`config.mk`:
```
export PLATFORM = sky130hd
export DESIGN_NAME = imc_mode_ctrl
export DESIGN_NICKNAME = d
export VERILOG_FILES = /design/src/rtl/imc_pkg.sv /design/src/rtl/imc_fifo.sv /design/src/rtl/imc_mode_ctrl.sv /design/src/rtl/imc_sync3.sv
export SDC_FILE = /design/constraint.sdc
export NUM_CORES = 1
export LEC_CHECK = 0
export ABC_AREA = 1
export BUFFER_PORTS_ARGS = -buffer_cell sky130_fd_sc_hd__buf_4
export CAP_MARGIN = 5
export CORE_UTILIZATION = 50
export DETAILED_ROUTE_END_ITERATION = 10
export PLACE_DENSITY = 0.67
export SLEW_MARGIN = 20
export SYNTH_ARGS = -nofsm -noshare
export SYNTH_HDL_FRONTEND = slang
export SYNTH_SLANG_ARGS = --single-unit
```
`constraint.sdc`:
```
create_clock -name clk_sys -period 8.7 [get_ports clk_sys]
set_clock_uncertainty 0.2 [all_clocks]
set_input_delay 1.305 -clock clk_sys [delete_from_list [all_inputs] [get_ports clk_sys]]
set_output_delay 1.305 -clock clk_sys [all_outputs]
set_load 0.005 [all_outputs]
```
`src/rtl/imc_pkg.sv`:
```
// constants, register map and field layout of the bus mode control block
// assumes an 8-bit register port and a 40 MHz system clock
package imc_pkg;

    // register indices on the plain register port
    localparam logic [2:0] ADDR_MODE = 3'h0;
    localparam logic [2:0] ADDR_CTRL = 3'h1;
    localparam logic [2:0] ADDR_FMT = 3'h2;
    localparam logic [2:0] ADDR_DATA = 3'h3;
    localparam logic [2:0] ADDR_STAT = 3'h4;

    // control register field positions
    localparam int CTRL_ENABLE = 7;
    localparam int CTRL_MASTER = 5;
    localparam int CTRL_TRANSMIT = 4;
    localparam int CTRL_EVENT = 0;

    // format register field positions
    localparam int FMT_PRIMARY = 0;
    localparam int FMT_SECONDARY = 1;
    localparam int FMT_RANGE = 2;

    // status register field positions
    localparam int STAT_BUSY = 0;
    localparam int STAT_WAITING = 1;
    localparam int STAT_TXFULL = 2;
    localparam int STAT_TXEMPTY = 3;

    // values after reset
    localparam logic [7:0] MODE_RESET = 8'h00;
    localparam logic [7:0] CTRL_RESET = 8'h00;
    localparam logic [7:0] FMT_RESET = 8'h02;
    localparam logic [7:0] DATA_RESET = 8'h00;

    // bits per frame for a zero bit count code
    localparam logic [3:0] BUS_FULL_BITS = 4'h9;
    localparam logic [3:0] SYNC_FULL_BITS = 4'h8;

    // transmit FIFO shape
    localparam int TX_WIDTH = 8;
    localparam int TX_DEPTH = 4;

    // system clock rate
    localparam int CLK_HZ = 40_000_000;

    typedef struct packed {
        logic bitOrder;
        logic waitInsert;
        logic [2:0] clkSel;
        logic [2:0] frameCount;
    } imc_mode_t;

    typedef enum logic [1:0] {
        ST_IDLE = 2'b00,
        ST_LOW = 2'b01,
        ST_HIGH = 2'b11,
        ST_WAIT = 2'b10
    } imc_state_t;

    // serial clock divisor for clock select and rate range, in system clocks
    function automatic logic [8:0] divisor(input logic range, input logic [2:0] sel);
        logic [8:0] d;
        d = 9'h01C;
        case ({range, sel})
            4'h0: d = 9'h01C;
            4'h1: d = 9'h028;
            4'h2: d = 9'h030;
            4'h3: d = 9'h040;
            4'h4: d = 9'h050;
            4'h5: d = 9'h064;
            4'h6: d = 9'h070;
            4'h7: d = 9'h080;
            4'h8: d = 9'h038;
            4'h9: d = 9'h050;
            4'hA: d = 9'h060;
            4'hB: d = 9'h080;
            4'hC: d = 9'h0A0;
            4'hD: d = 9'h0C8;
            4'hE: d = 9'h0E0;
            default: d = 9'h100;
        endcase
        return d;
    endfunction : divisor

endpackage : imc_pkg

```
`src/rtl/imc_fifo.sv`:
```
// small synchronous FIFO with valid/ready on both sides
// assumes one clock; a push into a full FIFO is refused by inReady
module imc_fifo #(
    parameter int WIDTH = 8,
    parameter int DEPTH = 4
) (
    input wire logic clk,
    input wire logic rstN,
    input wire logic inValid,
    output logic inReady,
    input wire logic [WIDTH-1:0] inData,
    output logic outValid,
    input wire logic outReady,
    output logic [WIDTH-1:0] outData
);
    localparam int AW = $clog2(DEPTH);

    logic [WIDTH-1:0] mem [DEPTH];
    logic [AW-1:0] wrPtrQ;
    logic [AW-1:0] rdPtrQ;
    logic [AW:0] countQ;
    logic push;
    logic pop;

    assign inReady = (countQ != (AW+1)'(DEPTH));
    assign outValid = (countQ != '0);
    assign outData = mem[rdPtrQ];
    assign push = inValid & inReady;
    assign pop = outValid & outReady;

    always_ff @(posedge clk) begin
        if (push) begin
            mem[wrPtrQ] <= inData;
        end
    end

    always_ff @(posedge clk or negedge rstN) begin
        if (!rstN) begin
            wrPtrQ <= '0;
            rdPtrQ <= '0;
            countQ <= '0;
        end else begin
            if (push) begin
                wrPtrQ <= (wrPtrQ == AW'(DEPTH - 1)) ? '0 : wrPtrQ + 1'b1;
            end
            if (pop) begin
                rdPtrQ <= (rdPtrQ == AW'(DEPTH - 1)) ? '0 : rdPtrQ + 1'b1;
            end
            if (push && !pop) begin
                countQ <= countQ + 1'b1;
            end else if (pop && !push) begin
                countQ <= countQ - 1'b1;
            end
        end
    end
endmodule : imc_fifo

```
`src/rtl/imc_mode_ctrl.sv`:
```
// bus mode register and frame engine of a two-wire serial interface unit
// assumes open-drain pins resolved outside; register port read data one cycle late

module imc_mode_ctrl (
    input wire logic clk_sys,
    input wire logic rstn,
    input wire logic [2:0] regAddr,
    input wire logic [7:0] regWrData,
    input wire logic regWrite,
    input wire logic regRead,
    output logic [7:0] regRdData,
    input wire logic sclIn,
    output logic sclOut,
    output logic sclOen,
    input wire logic sdaIn,
    output logic sdaOut,
    output logic sdaOen,
    output logic txReady,
    output logic eventFlag,
    output logic busy
);
    logic rstMetaQ;
    logic rstN;

    // release of the asynchronous reset through two flops
    always_ff @(posedge clk_sys or negedge rstn) begin
        if (!rstn) begin
            rstMetaQ <= 1'b0;
            rstN <= 1'b0;
        end else begin
            rstMetaQ <= 1'b1;
            rstN <= rstMetaQ;
        end
    end

    imc_pkg::imc_mode_t modeQ;
    imc_pkg::imc_state_t stateQ;
    logic enableQ;
    logic masterQ;
    logic transmitQ;
    logic flagQ;
    logic fmtPriQ;
    logic fmtSecQ;
    logic rangeQ;
    logic [7:0] rxByteQ;
    logic [7:0] txShQ;
    logic [7:0] rxShQ;
    logic [8:0] cntQ;
    logic [3:0] bitIdxQ;
    logic sclLevel;
    logic sdaLevel;
    logic sclPrevQ;
    logic sdaPrevQ;

    imc_sync3 u_sclSync (
        .clk(clk_sys),
        .rstN(rstN),
        .pinIn(sclIn),
        .level(sclLevel)
    );

    imc_sync3 u_sdaSync (
        .clk(clk_sys),
        .rstN(rstN),
        .pinIn(sdaIn),
        .level(sdaLevel)
    );

    // register port decode
    logic wrMode;
    logic wrCtrl;
    logic wrFmt;
    logic wrData;
    assign wrMode = regWrite && regAddr == imc_pkg::ADDR_MODE && enableQ;
    assign wrCtrl = regWrite && regAddr == imc_pkg::ADDR_CTRL;
    assign wrFmt = regWrite && regAddr == imc_pkg::ADDR_FMT;
    assign wrData = regWrite && regAddr == imc_pkg::ADDR_DATA;

    // format and frame geometry
    logic syncFmt;
    logic [3:0] totalBits;
    logic [3:0] dataBits;
    logic waitEff;
    logic [8:0] halfLimit;
    assign syncFmt = fmtPriQ & fmtSecQ;
    always_comb begin
        if (syncFmt) begin
            // no acknowledge bit in the synchronous format
            totalBits = (modeQ.frameCount == 3'h0) ? imc_pkg::SYNC_FULL_BITS
                                                   : {1'b0, modeQ.frameCount};
            dataBits = totalBits;
        end else begin
            totalBits = (modeQ.frameCount == 3'h0) ? imc_pkg::BUS_FULL_BITS
                                                   : {1'b0, modeQ.frameCount} + 4'h1;
            dataBits = totalBits - 4'h1;
        end
    end
    assign waitEff = modeQ.waitInsert & masterQ & ~syncFmt;
    // half a serial clock period, divisor only used by the master engine
    assign halfLimit = (imc_pkg::divisor(rangeQ, modeQ.clkSel) >> 1) - 9'h001;

    // bus event detection on filtered pins
    logic startDet;
    logic sclRise;
    assign startDet = sclLevel & sclPrevQ & sdaPrevQ & ~sdaLevel;
    assign sclRise = sclLevel & ~sclPrevQ;

    always_ff @(posedge clk_sys or negedge rstN) begin
        if (!rstN) begin
            sclPrevQ <= 1'b1;
            sdaPrevQ <= 1'b1;
        end else begin
            sclPrevQ <= sclLevel;
            sdaPrevQ <= sdaLevel;
        end
    end

    // transmit FIFO: every master frame consumes one word, receive frames ignore its value
    logic fifoValid;
    logic fifoPop;
    logic fifoInReady;
    logic [7:0] fifoData;
    imc_fifo #(
        .WIDTH(imc_pkg::TX_WIDTH),
        .DEPTH(imc_pkg::TX_DEPTH)
    ) u_txFifo (
        .clk(clk_sys),
        .rstN(rstN),
        .inValid(wrData),
        .inReady(fifoInReady),
        .inData(regWrData),
        .outValid(fifoValid),
        .outReady(fifoPop),
        .outData(fifoData)
    );

    logic masterGo;
    logic slaveOn;
    assign masterGo = enableQ & masterQ;
    assign slaveOn = enableQ & ~masterQ & ~syncFmt;
    assign fifoPop = (stateQ == imc_pkg::ST_IDLE) & masterGo & fifoValid;

    // outgoing data bit for a given bit index, with data already shifted
    function automatic logic sdaRelease(input logic [3:0] idx, input logic [7:0] sh);
        logic r;
        r = 1'b1;
        if (idx < dataBits) begin
            // short frames leave transmit data at the end named by bit order
            r = transmitQ ? (modeQ.bitOrder ? sh[0] : sh[7]) : 1'b1;
        end else begin
            // acknowledge: receiver pulls low, transmitter listens
            r = transmitQ;
        end
        return r;
    endfunction : sdaRelease

    logic frameEnd;
    logic waitEnter;
    logic [3:0] nextIdx;
    logic [7:0] txShifted;
    logic [7:0] rxShifted;
    assign nextIdx = bitIdxQ + 4'h1;
    assign txShifted = modeQ.bitOrder ? {1'b0, txShQ[7:1]} : {txShQ[6:0], 1'b0};
    // receive fills from the low end for MSB first, from the high end for LSB first
    assign rxShifted = modeQ.bitOrder ? {sdaLevel, rxShQ[7:1]} : {rxShQ[6:0], sdaLevel};

    logic highDone;
    assign highDone = (stateQ == imc_pkg::ST_HIGH) && cntQ == halfLimit;
    assign waitEnter = highDone && nextIdx == dataBits && waitEff;
    assign frameEnd = (highDone && nextIdx == totalBits)
                    || (slaveOn && sclRise && nextIdx == totalBits);

    // master frame engine and slave bit counting
    always_ff @(posedge clk_sys or negedge rstN) begin
        if (!rstN) begin
            stateQ <= imc_pkg::ST_IDLE;
            cntQ <= 9'h000;
            bitIdxQ <= 4'h0;
            txShQ <= imc_pkg::DATA_RESET;
            rxShQ <= imc_pkg::DATA_RESET;
            sclOen <= 1'b1;
            sdaOen <= 1'b1;
        end else if (!enableQ) begin
            stateQ <= imc_pkg::ST_IDLE;
            cntQ <= 9'h000;
            bitIdxQ <= 4'h0;
            sclOen <= 1'b1;
            sdaOen <= 1'b1;
        end else begin
            case (stateQ)
                imc_pkg::ST_IDLE: begin
                    cntQ <= 9'h000;
                    if (fifoPop) begin
                        txShQ <= fifoData;
                        bitIdxQ <= 4'h0;
                        sclOen <= 1'b0;
                        sdaOen <= sdaRelease(4'h0, fifoData);
                        stateQ <= imc_pkg::ST_LOW;
                    end else if (slaveOn) begin
                        // slave takes its clock from the bus, no divider involved
                        if (startDet) begin
                            bitIdxQ <= 4'h0;
                        end else if (sclRise) begin
                            if (bitIdxQ < dataBits) begin
                                rxShQ <= rxShifted;
                            end
                            bitIdxQ <= (nextIdx == totalBits) ? 4'h0 : nextIdx;
                        end
                    end
                end
                imc_pkg::ST_LOW: begin
                    if (cntQ == halfLimit) begin
                        cntQ <= 9'h000;
                        sclOen <= 1'b1;
                        stateQ <= imc_pkg::ST_HIGH;
                    end else begin
                        cntQ <= cntQ + 9'h001;
                    end
                end
                imc_pkg::ST_HIGH: begin
                    if (cntQ == halfLimit) begin
                        cntQ <= 9'h000;
                        if (bitIdxQ < dataBits) begin
                            rxShQ <= rxShifted;
                            txShQ <= txShifted;
                        end
                        if (frameEnd) begin
                            bitIdxQ <= 4'h0;
                            sdaOen <= 1'b1;
                            stateQ <= imc_pkg::ST_IDLE;
                        end else if (waitEnter) begin
                            // clock held low until software clears the flag
                            bitIdxQ <= nextIdx;
                            sclOen <= 1'b0;
                            sdaOen <= 1'b1;
                            stateQ <= imc_pkg::ST_WAIT;
                        end else begin
                            // no pause before the acknowledge clock
                            bitIdxQ <= nextIdx;
                            sclOen <= 1'b0;
                            sdaOen <= sdaRelease(nextIdx, txShifted);
                            stateQ <= imc_pkg::ST_LOW;
                        end
                    end else begin
                        cntQ <= cntQ + 9'h001;
                    end
                end
                imc_pkg::ST_WAIT: begin
                    cntQ <= 9'h000;
                    if (!flagQ) begin
                        sdaOen <= sdaRelease(bitIdxQ, txShQ);
                        stateQ <= imc_pkg::ST_LOW;
                    end
                end
                default: begin
                    stateQ <= imc_pkg::ST_IDLE;
                end
            endcase
        end
    end

    // received byte latched at the end of each frame
    always_ff @(posedge clk_sys or negedge rstN) begin
        if (!rstN) begin
            rxByteQ <= imc_pkg::DATA_RESET;
        end else if (frameEnd) begin
            rxByteQ <= (bitIdxQ < dataBits) ? rxShifted : rxShQ;
        end
    end

    // mode register; hardware clear of the bit count beats a software write
    always_ff @(posedge clk_sys or negedge rstN) begin
        if (!rstN) begin
            modeQ <= imc_pkg::MODE_RESET;
        end else begin
            if (wrMode) begin
                modeQ <= regWrData;
            end
            if (frameEnd || (startDet && enableQ)) begin
                modeQ.frameCount <= 3'h0;
            end
        end
    end

    // control and format registers
    always_ff @(posedge clk_sys or negedge rstN) begin
        if (!rstN) begin
            enableQ <= imc_pkg::CTRL_RESET[imc_pkg::CTRL_ENABLE];
            masterQ <= imc_pkg::CTRL_RESET[imc_pkg::CTRL_MASTER];
            transmitQ <= imc_pkg::CTRL_RESET[imc_pkg::CTRL_TRANSMIT];
            fmtPriQ <= imc_pkg::FMT_RESET[imc_pkg::FMT_PRIMARY];
            fmtSecQ <= imc_pkg::FMT_RESET[imc_pkg::FMT_SECONDARY];
            rangeQ <= imc_pkg::FMT_RESET[imc_pkg::FMT_RANGE];
        end else begin
            if (wrCtrl) begin
                enableQ <= regWrData[imc_pkg::CTRL_ENABLE];
                masterQ <= regWrData[imc_pkg::CTRL_MASTER];
                transmitQ <= regWrData[imc_pkg::CTRL_TRANSMIT];
            end
            if (wrFmt) begin
                fmtPriQ <= regWrData[imc_pkg::FMT_PRIMARY];
                fmtSecQ <= regWrData[imc_pkg::FMT_SECONDARY];
                rangeQ <= regWrData[imc_pkg::FMT_RANGE];
            end
        end
    end

    // transfer event flag: set wins over a same-cycle software clear
    always_ff @(posedge clk_sys or negedge rstN) begin
        if (!rstN) begin
            flagQ <= imc_pkg::CTRL_RESET[imc_pkg::CTRL_EVENT];
        end else if (frameEnd || waitEnter) begin
            flagQ <= 1'b1;
        end else if (wrCtrl && !regWrData[imc_pkg::CTRL_EVENT]) begin
            flagQ <= 1'b0;
        end
    end

    // read data, one cycle after the strobe, zero otherwise
    always_ff @(posedge clk_sys or negedge rstN) begin
        if (!rstN) begin
            regRdData <= 8'h00;
        end else if (regRead) begin
            case (regAddr)
                imc_pkg::ADDR_MODE: regRdData <= enableQ ? modeQ : 8'h00;
                imc_pkg::ADDR_CTRL: regRdData <= {enableQ, 1'b0, masterQ, transmitQ,
                                                  3'b000, flagQ};
                imc_pkg::ADDR_FMT: regRdData <= {5'b00000, rangeQ, fmtSecQ, fmtPriQ};
                imc_pkg::ADDR_DATA: regRdData <= rxByteQ;
                imc_pkg::ADDR_STAT: regRdData <= {4'h0, ~fifoValid, ~fifoInReady,
                                                  stateQ == imc_pkg::ST_WAIT,
                                                  stateQ != imc_pkg::ST_IDLE};
                default: regRdData <= 8'h00;
            endcase
        end else begin
            regRdData <= 8'h00;
        end
    end

    // registered copies for txReady, eventFlag and busy; sclOut and sdaOut held low
    always_ff @(posedge clk_sys or negedge rstN) begin
        if (!rstN) begin
            sclOut <= 1'b0;
            sdaOut <= 1'b0;
            txReady <= 1'b0;
            eventFlag <= 1'b0;
            busy <= 1'b0;
        end else begin
            sclOut <= 1'b0;
            sdaOut <= 1'b0;
            txReady <= fifoInReady;
            eventFlag <= flagQ;
            busy <= stateQ != imc_pkg::ST_IDLE;
        end
    end
endmodule : imc_mode_ctrl

```
`src/rtl/imc_sync3.sv`:
```
// three-stage synchroniser with agreement filter for one pin input
// assumes the pin idles high; output changes when stages two and three agree
module imc_sync3 (
    input wire logic clk,
    input wire logic rstN,
    input wire logic pinIn,
    output logic level
);
    logic s1Q;
    logic s2Q;
    logic s3Q;

    always_ff @(posedge clk or negedge rstN) begin
        if (!rstN) begin
            s1Q <= 1'b1;
            s2Q <= 1'b1;
            s3Q <= 1'b1;
        end else begin
            s1Q <= pinIn;
            s2Q <= s1Q;
            s3Q <= s2Q;
        end
    end

    always_ff @(posedge clk or negedge rstN) begin
        if (!rstN) begin
            level <= 1'b1;
        end else if (s2Q == s3Q) begin
            level <= s3Q;
        end
    end
endmodule : imc_sync3

```
==> qor.csv, run 1 <==
stage,metric,value,unit
worst_setup_path,Worst Path Required,8830,ps
die,Initial Util,0.521,
clocking,hold buffers post-CTS,0,
cells_and_area,fillcell total,1069,
sta,final hold vios,0,
power_and_ir_drop,Cell Int Power,1450,uW
power_and_ir_drop,Peak supply drop,0.000171,V
synth,number of synthesized flops with an enable pin,32,
power_and_ir_drop,Psw,942,uW
sta,FMAX,280,MHz
global_route,gr usage total,0.235,
cells_and_area,n_diodes,0,
route,remaining antenna violation count after routing,0,
global_route,vias in the first global route,4709,
route,Via-to-Cell Ratio,5.31,
die,core area,12200,um2
synth,Post-Syn Area,6360,um2
synth,Syn Area/Cell,8.61,um2
hold_path,Hold WC Path Type,reg -> async,
clocking,number of gates resized after cts,0,
worst_setup_path,Startpoint Class,flop,
worst_setup_path,Crit Path Class,reg -> reg,
clocking,H-tree Lvls,4,
worst_setup_path,CP endpoint kind,flop,
clocking,Root Buffer,clkbuf_16,
clocking,CTS Sinks,118,
synth,post-synthesis cell type count,50,
placed_design,post-DP HPWL,10.2,mm
power_and_ir_drop,Leak Pwr,0.00332,uW
cells_and_area,area of the multi-input gates,2790,um2
die,standard-cell rows,40,
route,# DRC,0,
die,Die X,115,um
synth,main flop type after synthesis,dfrtp_1,
clocking,clk slew on worst S/H paths,60,ps
power_and_ir_drop,Clock Power Share,0.283,
global_route,initial antenna violation count,0,
placed_design,IO buf count,29,
cells_and_area,Area growth syn-to-layout,14.1,%
cells_and_area,fin util,0.594,
sta,relative max-transition margin,0.504,
synth,Synth warnings,0,
sta,post-layout minimum cycle time,3570,ps
cells_and_area,Reg area,3130,um2
route,WL/cell,14.9,um
power_and_ir_drop,Comb pwr share,0.371,
die,die area,13200,um2
cells_and_area,Final nets,808,
clocking,clk_lat worst skew,410,ps
clocking,CTS tree,built,
worst_setup_path,Worst Path Max Fanout,16,
flow_run,maxcap violations,0,
sta,setup_tns,0,ps
placed_design,Routability Congestion,0.902,
cells_and_area,layout cells sized above 1,0.150,
sta,RSZ-0062 raised after global routing,no,
synth,Post-synth ARST share,0.729,
global_route,first-pass GRT wire length,23.4,mm
power_and_ir_drop,PD cells,330,nW/um2
route,total length of routed wires,14.1,mm
route,First-pass DRT Iterations,5,
synth,Cells after Synth,739,
route,Via Count,5028,
route,1st-iter DRT viols,416,
die,Die Ht,115,um
synth,Yosys reg bits,118,
global_route,pin count of the biggest net entering global routing,85,
status,status,finished clean,
clocking,CTS Buf Count,17,
power_and_ir_drop,sw frac,0.393,
cells_and_area,"commonest non-fill, non-tap cell in the layout",nand2_1,
clocking,Clock Path Buffers,2,
die,num ports,32,
sta,"Setup violations, final",0,
clocking,postcts setup bufs,0,
global_route,grt ovf,0,
cells_and_area,"commonest non-fill, non-tap cells in the layout","nand2_1 (185), inv_1 (73), dfrtp_1 (72), nor2_1 (59), o21ai_0 (59)",
worst_setup_path,Worst EP arrival,3690,ps
sta,Worst-Margin Slew,739,ps
sta,Final Max Tran Viols,0,
worst_setup_path,FF-to-FF setup slack,5130,ps
power_and_ir_drop,Sequential Power Share,0.347,
synth,sequential share of the synthesized area,0.492,
power_and_ir_drop,Power Total,2400,uW
sta,crit share post-route,0.410,
## metal layers
metal	global-route usage	part of all wire
met1	0.327	0.47
met2	0.366	0.46
met3	0.0548	0.060
met4	0.0753	0.012
met5	0	0
## critical path: stages (launching register included)
cell,delay [ps]
dfrtp_1,380
inv_1,130
ha_1,230
nand2_2,130
inv_2,80
nor2_4,120
nand3_1,100
or2_2,280
nand3_1,70
nand2_1,130
ha_1,310
a21oi_1,130
nand2_1,170
inv_1,360
nand3_2,130
nand2_2,270
o21ai_0,160
o21ai_1,90
## path summary, 6_finish.rpt
kind                               startpoint            endpoint  cells past startpoint
worst min register to register           rstN  u_txFifo.countQ[1]                      0
worst max register to register       modeQ[0]            txShQ[0]                     17
max in group asynchronous                rstN              sclOen                      1
worst max-delay path                 modeQ[0]            txShQ[0]                     17
worst min-delay path                     rstN  u_txFifo.countQ[1]                      0
min in group clk_sys            u_sclSync.s1Q       u_sclSync.s2Q                      0
## stage by stage
stage | hold WS [ps] | setup WS, ps | cells | cell area, um2
2_1_floorplan | 131 | 5380 | 740 | 6360
3_3_place_gp | 140 | 5040 | 914 | 6660
3_5_place_dp | 147 | 4910 | 914 | 6660
4_1_cts | 155 | 5180 | 946 | 7240
5_1_grt | 159 | 4790 | 947 | 7260
6_report | 121 | 5130 | 947 | 7260
## power by group through the flow
| stage | registers (uW) | logic (uW) | clock network (uW) |
|---|---|---|---|
| floorplan | 778 | 709 | 0 |
| finish | 830 | 889 | 677 |
| global placement | 835 | 844 | 0 |
| global route | 850 | 1020 | 711 |
| CTS | 831 | 881 | 686 |
| detailed placement | 838 | 874 | 0 |
## kinds of logic (layout without fill, tap and decap cells)
| kind of cell | Yosys count | after routing | synth area share |
|---|---|---|---|
| other | 2 | 3 | 0.00118 |
| xor gates and xnor gates | 15 | 15 | 0.0218 |
| DFF | 118 | 118 | 0.492 |
| muxes | 5 | 5 | 0.00846 |
| AOI/OAI and AO/OA | 132 | 132 | 0.119 |
| buffers and inverters | 106 | 145 | 0.0708 |
| adders and majority gates | 27 | 27 | 0.0535 |
| and+or+nand+nor | 334 | 334 | 0.233 |
## Yosys cell counts, drive strengths merged (2+ instances only)
| master | number | share of area |
|---|---|---|
| nand3b | 2 | 0.0024 |
| nor3 | 12 | 0.010 |
| a221oi | 2 | 0.0028 |
| edfxtp | 32 | 0.15 |
| inv | 82 | 0.049 |
| a21oi | 40 | 0.032 |
| nand4 | 6 | 0.0059 |
| nor3b | 2 | 0.0024 |
| o22ai | 3 | 0.0051 |
| a31oi | 2 | 0.0020 |
| maj3 | 2 | 0.0031 |
| clkbuf | 14 | 0.0083 |
| dfrtp | 73 | 0.29 |
| nand2 | 200 | 0.13 |
| xor2 | 8 | 0.011 |
| a32o | 7 | 0.011 |
| xnor2 | 7 | 0.011 |
| mux2 | 3 | 0.0053 |
| conb | 2 | 0.0012 |
| nor2 | 67 | 0.047 |
| o211ai | 3 | 0.0035 |
| nand3 | 43 | 0.038 |
| buf | 9 | 0.013 |
| a22oi | 3 | 0.0035 |
| o21ai | 68 | 0.054 |
| mux2i | 2 | 0.0031 |
| ha | 24 | 0.047 |
| dfstp | 13 | 0.054 |
| or2 | 2 | 0.0020 |
## layout make-up
type,count,area share
Clock inverter,9,0.0147
Multi-Input combinational cell,516,0.384
Timing Repair Buffer,30,0.0328
Tap cell,168,0.0290
Inverter,83,0.0436
Clock buffer,23,0.0645
Sequential cell,118,0.432
## sequential cells by signal (all words and copies together) (netlist names), 2 cells and up
register	cells
u_txFifo.rdPtrQ	2
modeQ	8
txShQ	8
stateQ	2
regRdData	8
cntQ	9
u_txFifo.countQ	3
bitIdxQ	4
u_txFifo.wrPtrQ	2
u_txFifo.mem	32
rxByteQ	8
rxShQ	8
Note: power is estimated with default switching activity, not from simulation.
==> run 2, diff against run 1 <==
Clock period 8.7 ns to 3.4 ns, I/O delays scaled along.
==> run 2 against run 1 <==
  * Register-to-register slack worse by 4900 ps
  * Clock power rose to 2.7 times the previous value
  * Combinational power rose to 2.7 times the previous value
  * Count of clock-buffer cells in the layout down 3
  * Sequential power rose to 2.5 times the previous value
  * Largest cell class unchanged
  * Sequential cell count unchanged
==> qor.csv, run 2 (synthesized netlist as in run 1, its figures left out) <==
stage,metric,value,unit,change
worst_setup_path,Crit Path Class,reg -> reg,,
worst_setup_path,RR Endpoint,rxByteQ[4],,
clocking,CTS Buf Count,17,,unchanged
die,Die Ht,115,um,unchanged
route,First-pass DRT Iterations,7,,+2
sta,relative max-transition margin,0.417,,-0.0863
sta,Worst-Margin Slew,871,ps,+132 ps
route,# DRC,0,,unchanged
worst_setup_path,Worst EP arrival,3200,ps,-490 ps
flow_run,maxcap violations,0,,unchanged
status,status,finished clean,,
power_and_ir_drop,PD cells,850,nW/um2,+160%
placed_design,Routability Congestion,0.909,,+0.76%
worst_setup_path,FF-to-FF setup slack,280,ps,-4850 ps
placed_design,DP Cell Count,923,,+0.98%
cells_and_area,"commonest non-fill, non-tap cells in the layout","nand2_1 (184), inv_1 (73), dfrtp_1 (71), nor2_1 (59), o21ai_0 (53)",,
clocking,CTS Sinks,118,,unchanged
worst_setup_path,worst reg2reg startpoint,modeQ[0],,
power_and_ir_drop,Peak supply drop,0.000494,V,+190%
placed_design,IO buf count,29,,unchanged
global_route,first-pass GRT wire length,23.9,mm,+2.3%
worst_setup_path,r2r worst-path depth,17,,unchanged
sta,post-layout minimum cycle time,3120,ps,-447 ps
sta,setup_tns,0,ps,unchanged
power_and_ir_drop,Power Total,6300,uW,+160%
sta,Final Max Tran Viols,0,,unchanged
route,1st-iter DRT viols,374,,-10%
cells_and_area,"non-filler cells, final",960,,+1.4%
die,die area,13200,um2,unchanged
hold_path,Hold WC Path Type,reg -> async,,
global_route,pin count of the biggest net entering global routing,79,,-7.1%
route,Via-to-Cell Ratio,5.30,,-0.18%
die,Initial Util,0.521,,unchanged
cells_and_area,"commonest non-fill, non-tap cell in the layout",nand2_1,,
power_and_ir_drop,Leak Pwr,0.00340,uW,+2.4%
worst_setup_path,Worst Path Required,3490,ps,-5340 ps
die,num ports,32,,unchanged
die,core area,12200,um2,unchanged
global_route,initial antenna violation count,0,,unchanged
cells_and_area,Top Registers,"u_txFifo.mem (32), cntQ (9)",,
die,Die X,115,um,unchanged
route,remaining antenna violation count after routing,0,,unchanged
cells_and_area,n_diodes,0,,unchanged
sta,crit share post-route,0.917,,+0.507
worst_setup_path,CP endpoint kind,flop,,
cells_and_area,Final nets,821,,+1.6%
cells_and_area,"Most flops, register",u_txFifo.mem,,
clocking,clk slew on worst S/H paths,60,ps,about the same
sta,FMAX,321,MHz,+14%
die,standard-cell rows,40,,unchanged
cells_and_area,Area growth syn-to-layout,16.5,%,
clocking,Clock Path Buffers,2,,unchanged
route,WL/cell,14.8,um,-0.23%
clocking,H-tree Lvls,4,,unchanged
clocking,clk_lat worst skew,420,ps,about the same
placed_design,post-DP HPWL,10.3,mm,+1.0%
cells_and_area,layout cells sized above 1,0.164,,+0.0139
sta,final hold vios,0,,unchanged
global_route,vias in the first global route,4925,,+4.6%
clocking,CTS tree,built,,
sta,"Setup violations, final",0,,unchanged
global_route,gr usage total,0.241,,+0.00590
clocking,Root Buffer,clkbuf_16,,
global_route,grt ovf,0,,unchanged
worst_setup_path,Worst Path Max Fanout,12,,-4
cells_and_area,max reg flops,32,,unchanged
route,total length of routed wires,14.2,mm,+1.1%
route,Via Count,5088,,+1.2%
worst_setup_path,Startpoint Class,flop,,
run 2: cell count changes in the layout (fill, tap and decap cells not counted), moves of 2 or more:
| cell | before | now |
|---|---|---|
| clkbuf_8 | 2 | 0 |
| o21ai_0 | 59 | 53 |
| nand2_4 | 2 | 4 |
| o21ai_1 | 9 | 15 |
| clkinv_2 | 3 | 1 |
| dlygate4sd3_1 | 0 | 3 |
| buf_4 | 29 | 38 |
run 2: power by group:
part | leakage [uW] | internal, uW | switching [uW]
Combinational | 0.00176 | 912 | 1510
Clock | 0.000274 | 1150 | 652
Sequential | 0.00136 | 1780 | 301
Total | 0.00340 | 3840 | 2460
run 2: critical path: stages, from the launching register on:
cell	delay [ps]
dfrtp_1	380
inv_1	120
ha_1	220
nand2_2	120
inv_2	70
nor2_4	120
nand3_1	100
or2_2	280
nand3_1	70
nand2_1	120
ha_1	310
a21oi_1	160
nand2_2	120
inv_1	130
buf_6	150
nand3_1	70
o21ai_0	110
o21ai_0	140
run 2: layer usage:
metal	up-vias	track usage	wire length, um
met5	-	0	0
met4	0	0.0944	258
met3	23	0.0680	877
met2	164	0.367	6510
met1	2383	0.327	6580
li1	2518	-	-
run 2: cell type report:
cell class,count,area [um2]
Timing Repair Buffer,43,354
Fill cell,1063,4800
Multi-Input combinational cell,516,2800
Sequential cell,118,3130
Inverter,83,317
Clock buffer,20,437
Tap cell,168,210
Clock inverter,12,155
run 2: worst max-delay path by stage:
stage / cells past startpoint / from / slack (ps) / endpoint
4_1_cts: 16 / modeQ[0] / 150 / rxByteQ[3]
6_report: 17 / modeQ[0] / 280 / rxByteQ[4]
3_3_place_gp: 16 / modeQ[0] / 270 / rxByteQ[3]
3_5_place_dp: 21 / modeQ[4] / 160 / bitIdxQ[0]
2_1_floorplan: 17 / modeQ[0] / 410 / rxByteQ[3]
5_1_grt: 18 / modeQ[0] / -20 / sdaOen
run 2: through the flow:
step / cell area (um2) / setup slack (ps) / utilization / hold slack, ps
floorplan: 6360 / 406 / - / 14.4
global placement: 6730 / 270 / 0.551 / 92.5
detailed placement: 6730 / 163 / 0.551 / 94.3
CTS: 7350 / 154 / 0.602 / 81.7
global route: 7410 / -15.4 / 0.607 / 82.9
finish: 7410 / 281 / 0.607 / 58.8
run 2: what timing repair did:
action	4_1_cts	5_1_grt
resized for setup	0	12
hold buffers	3	0
setup endpoints to repair	0	30
buffers inserted	0	1
endpoints found under the hold margin	4	0
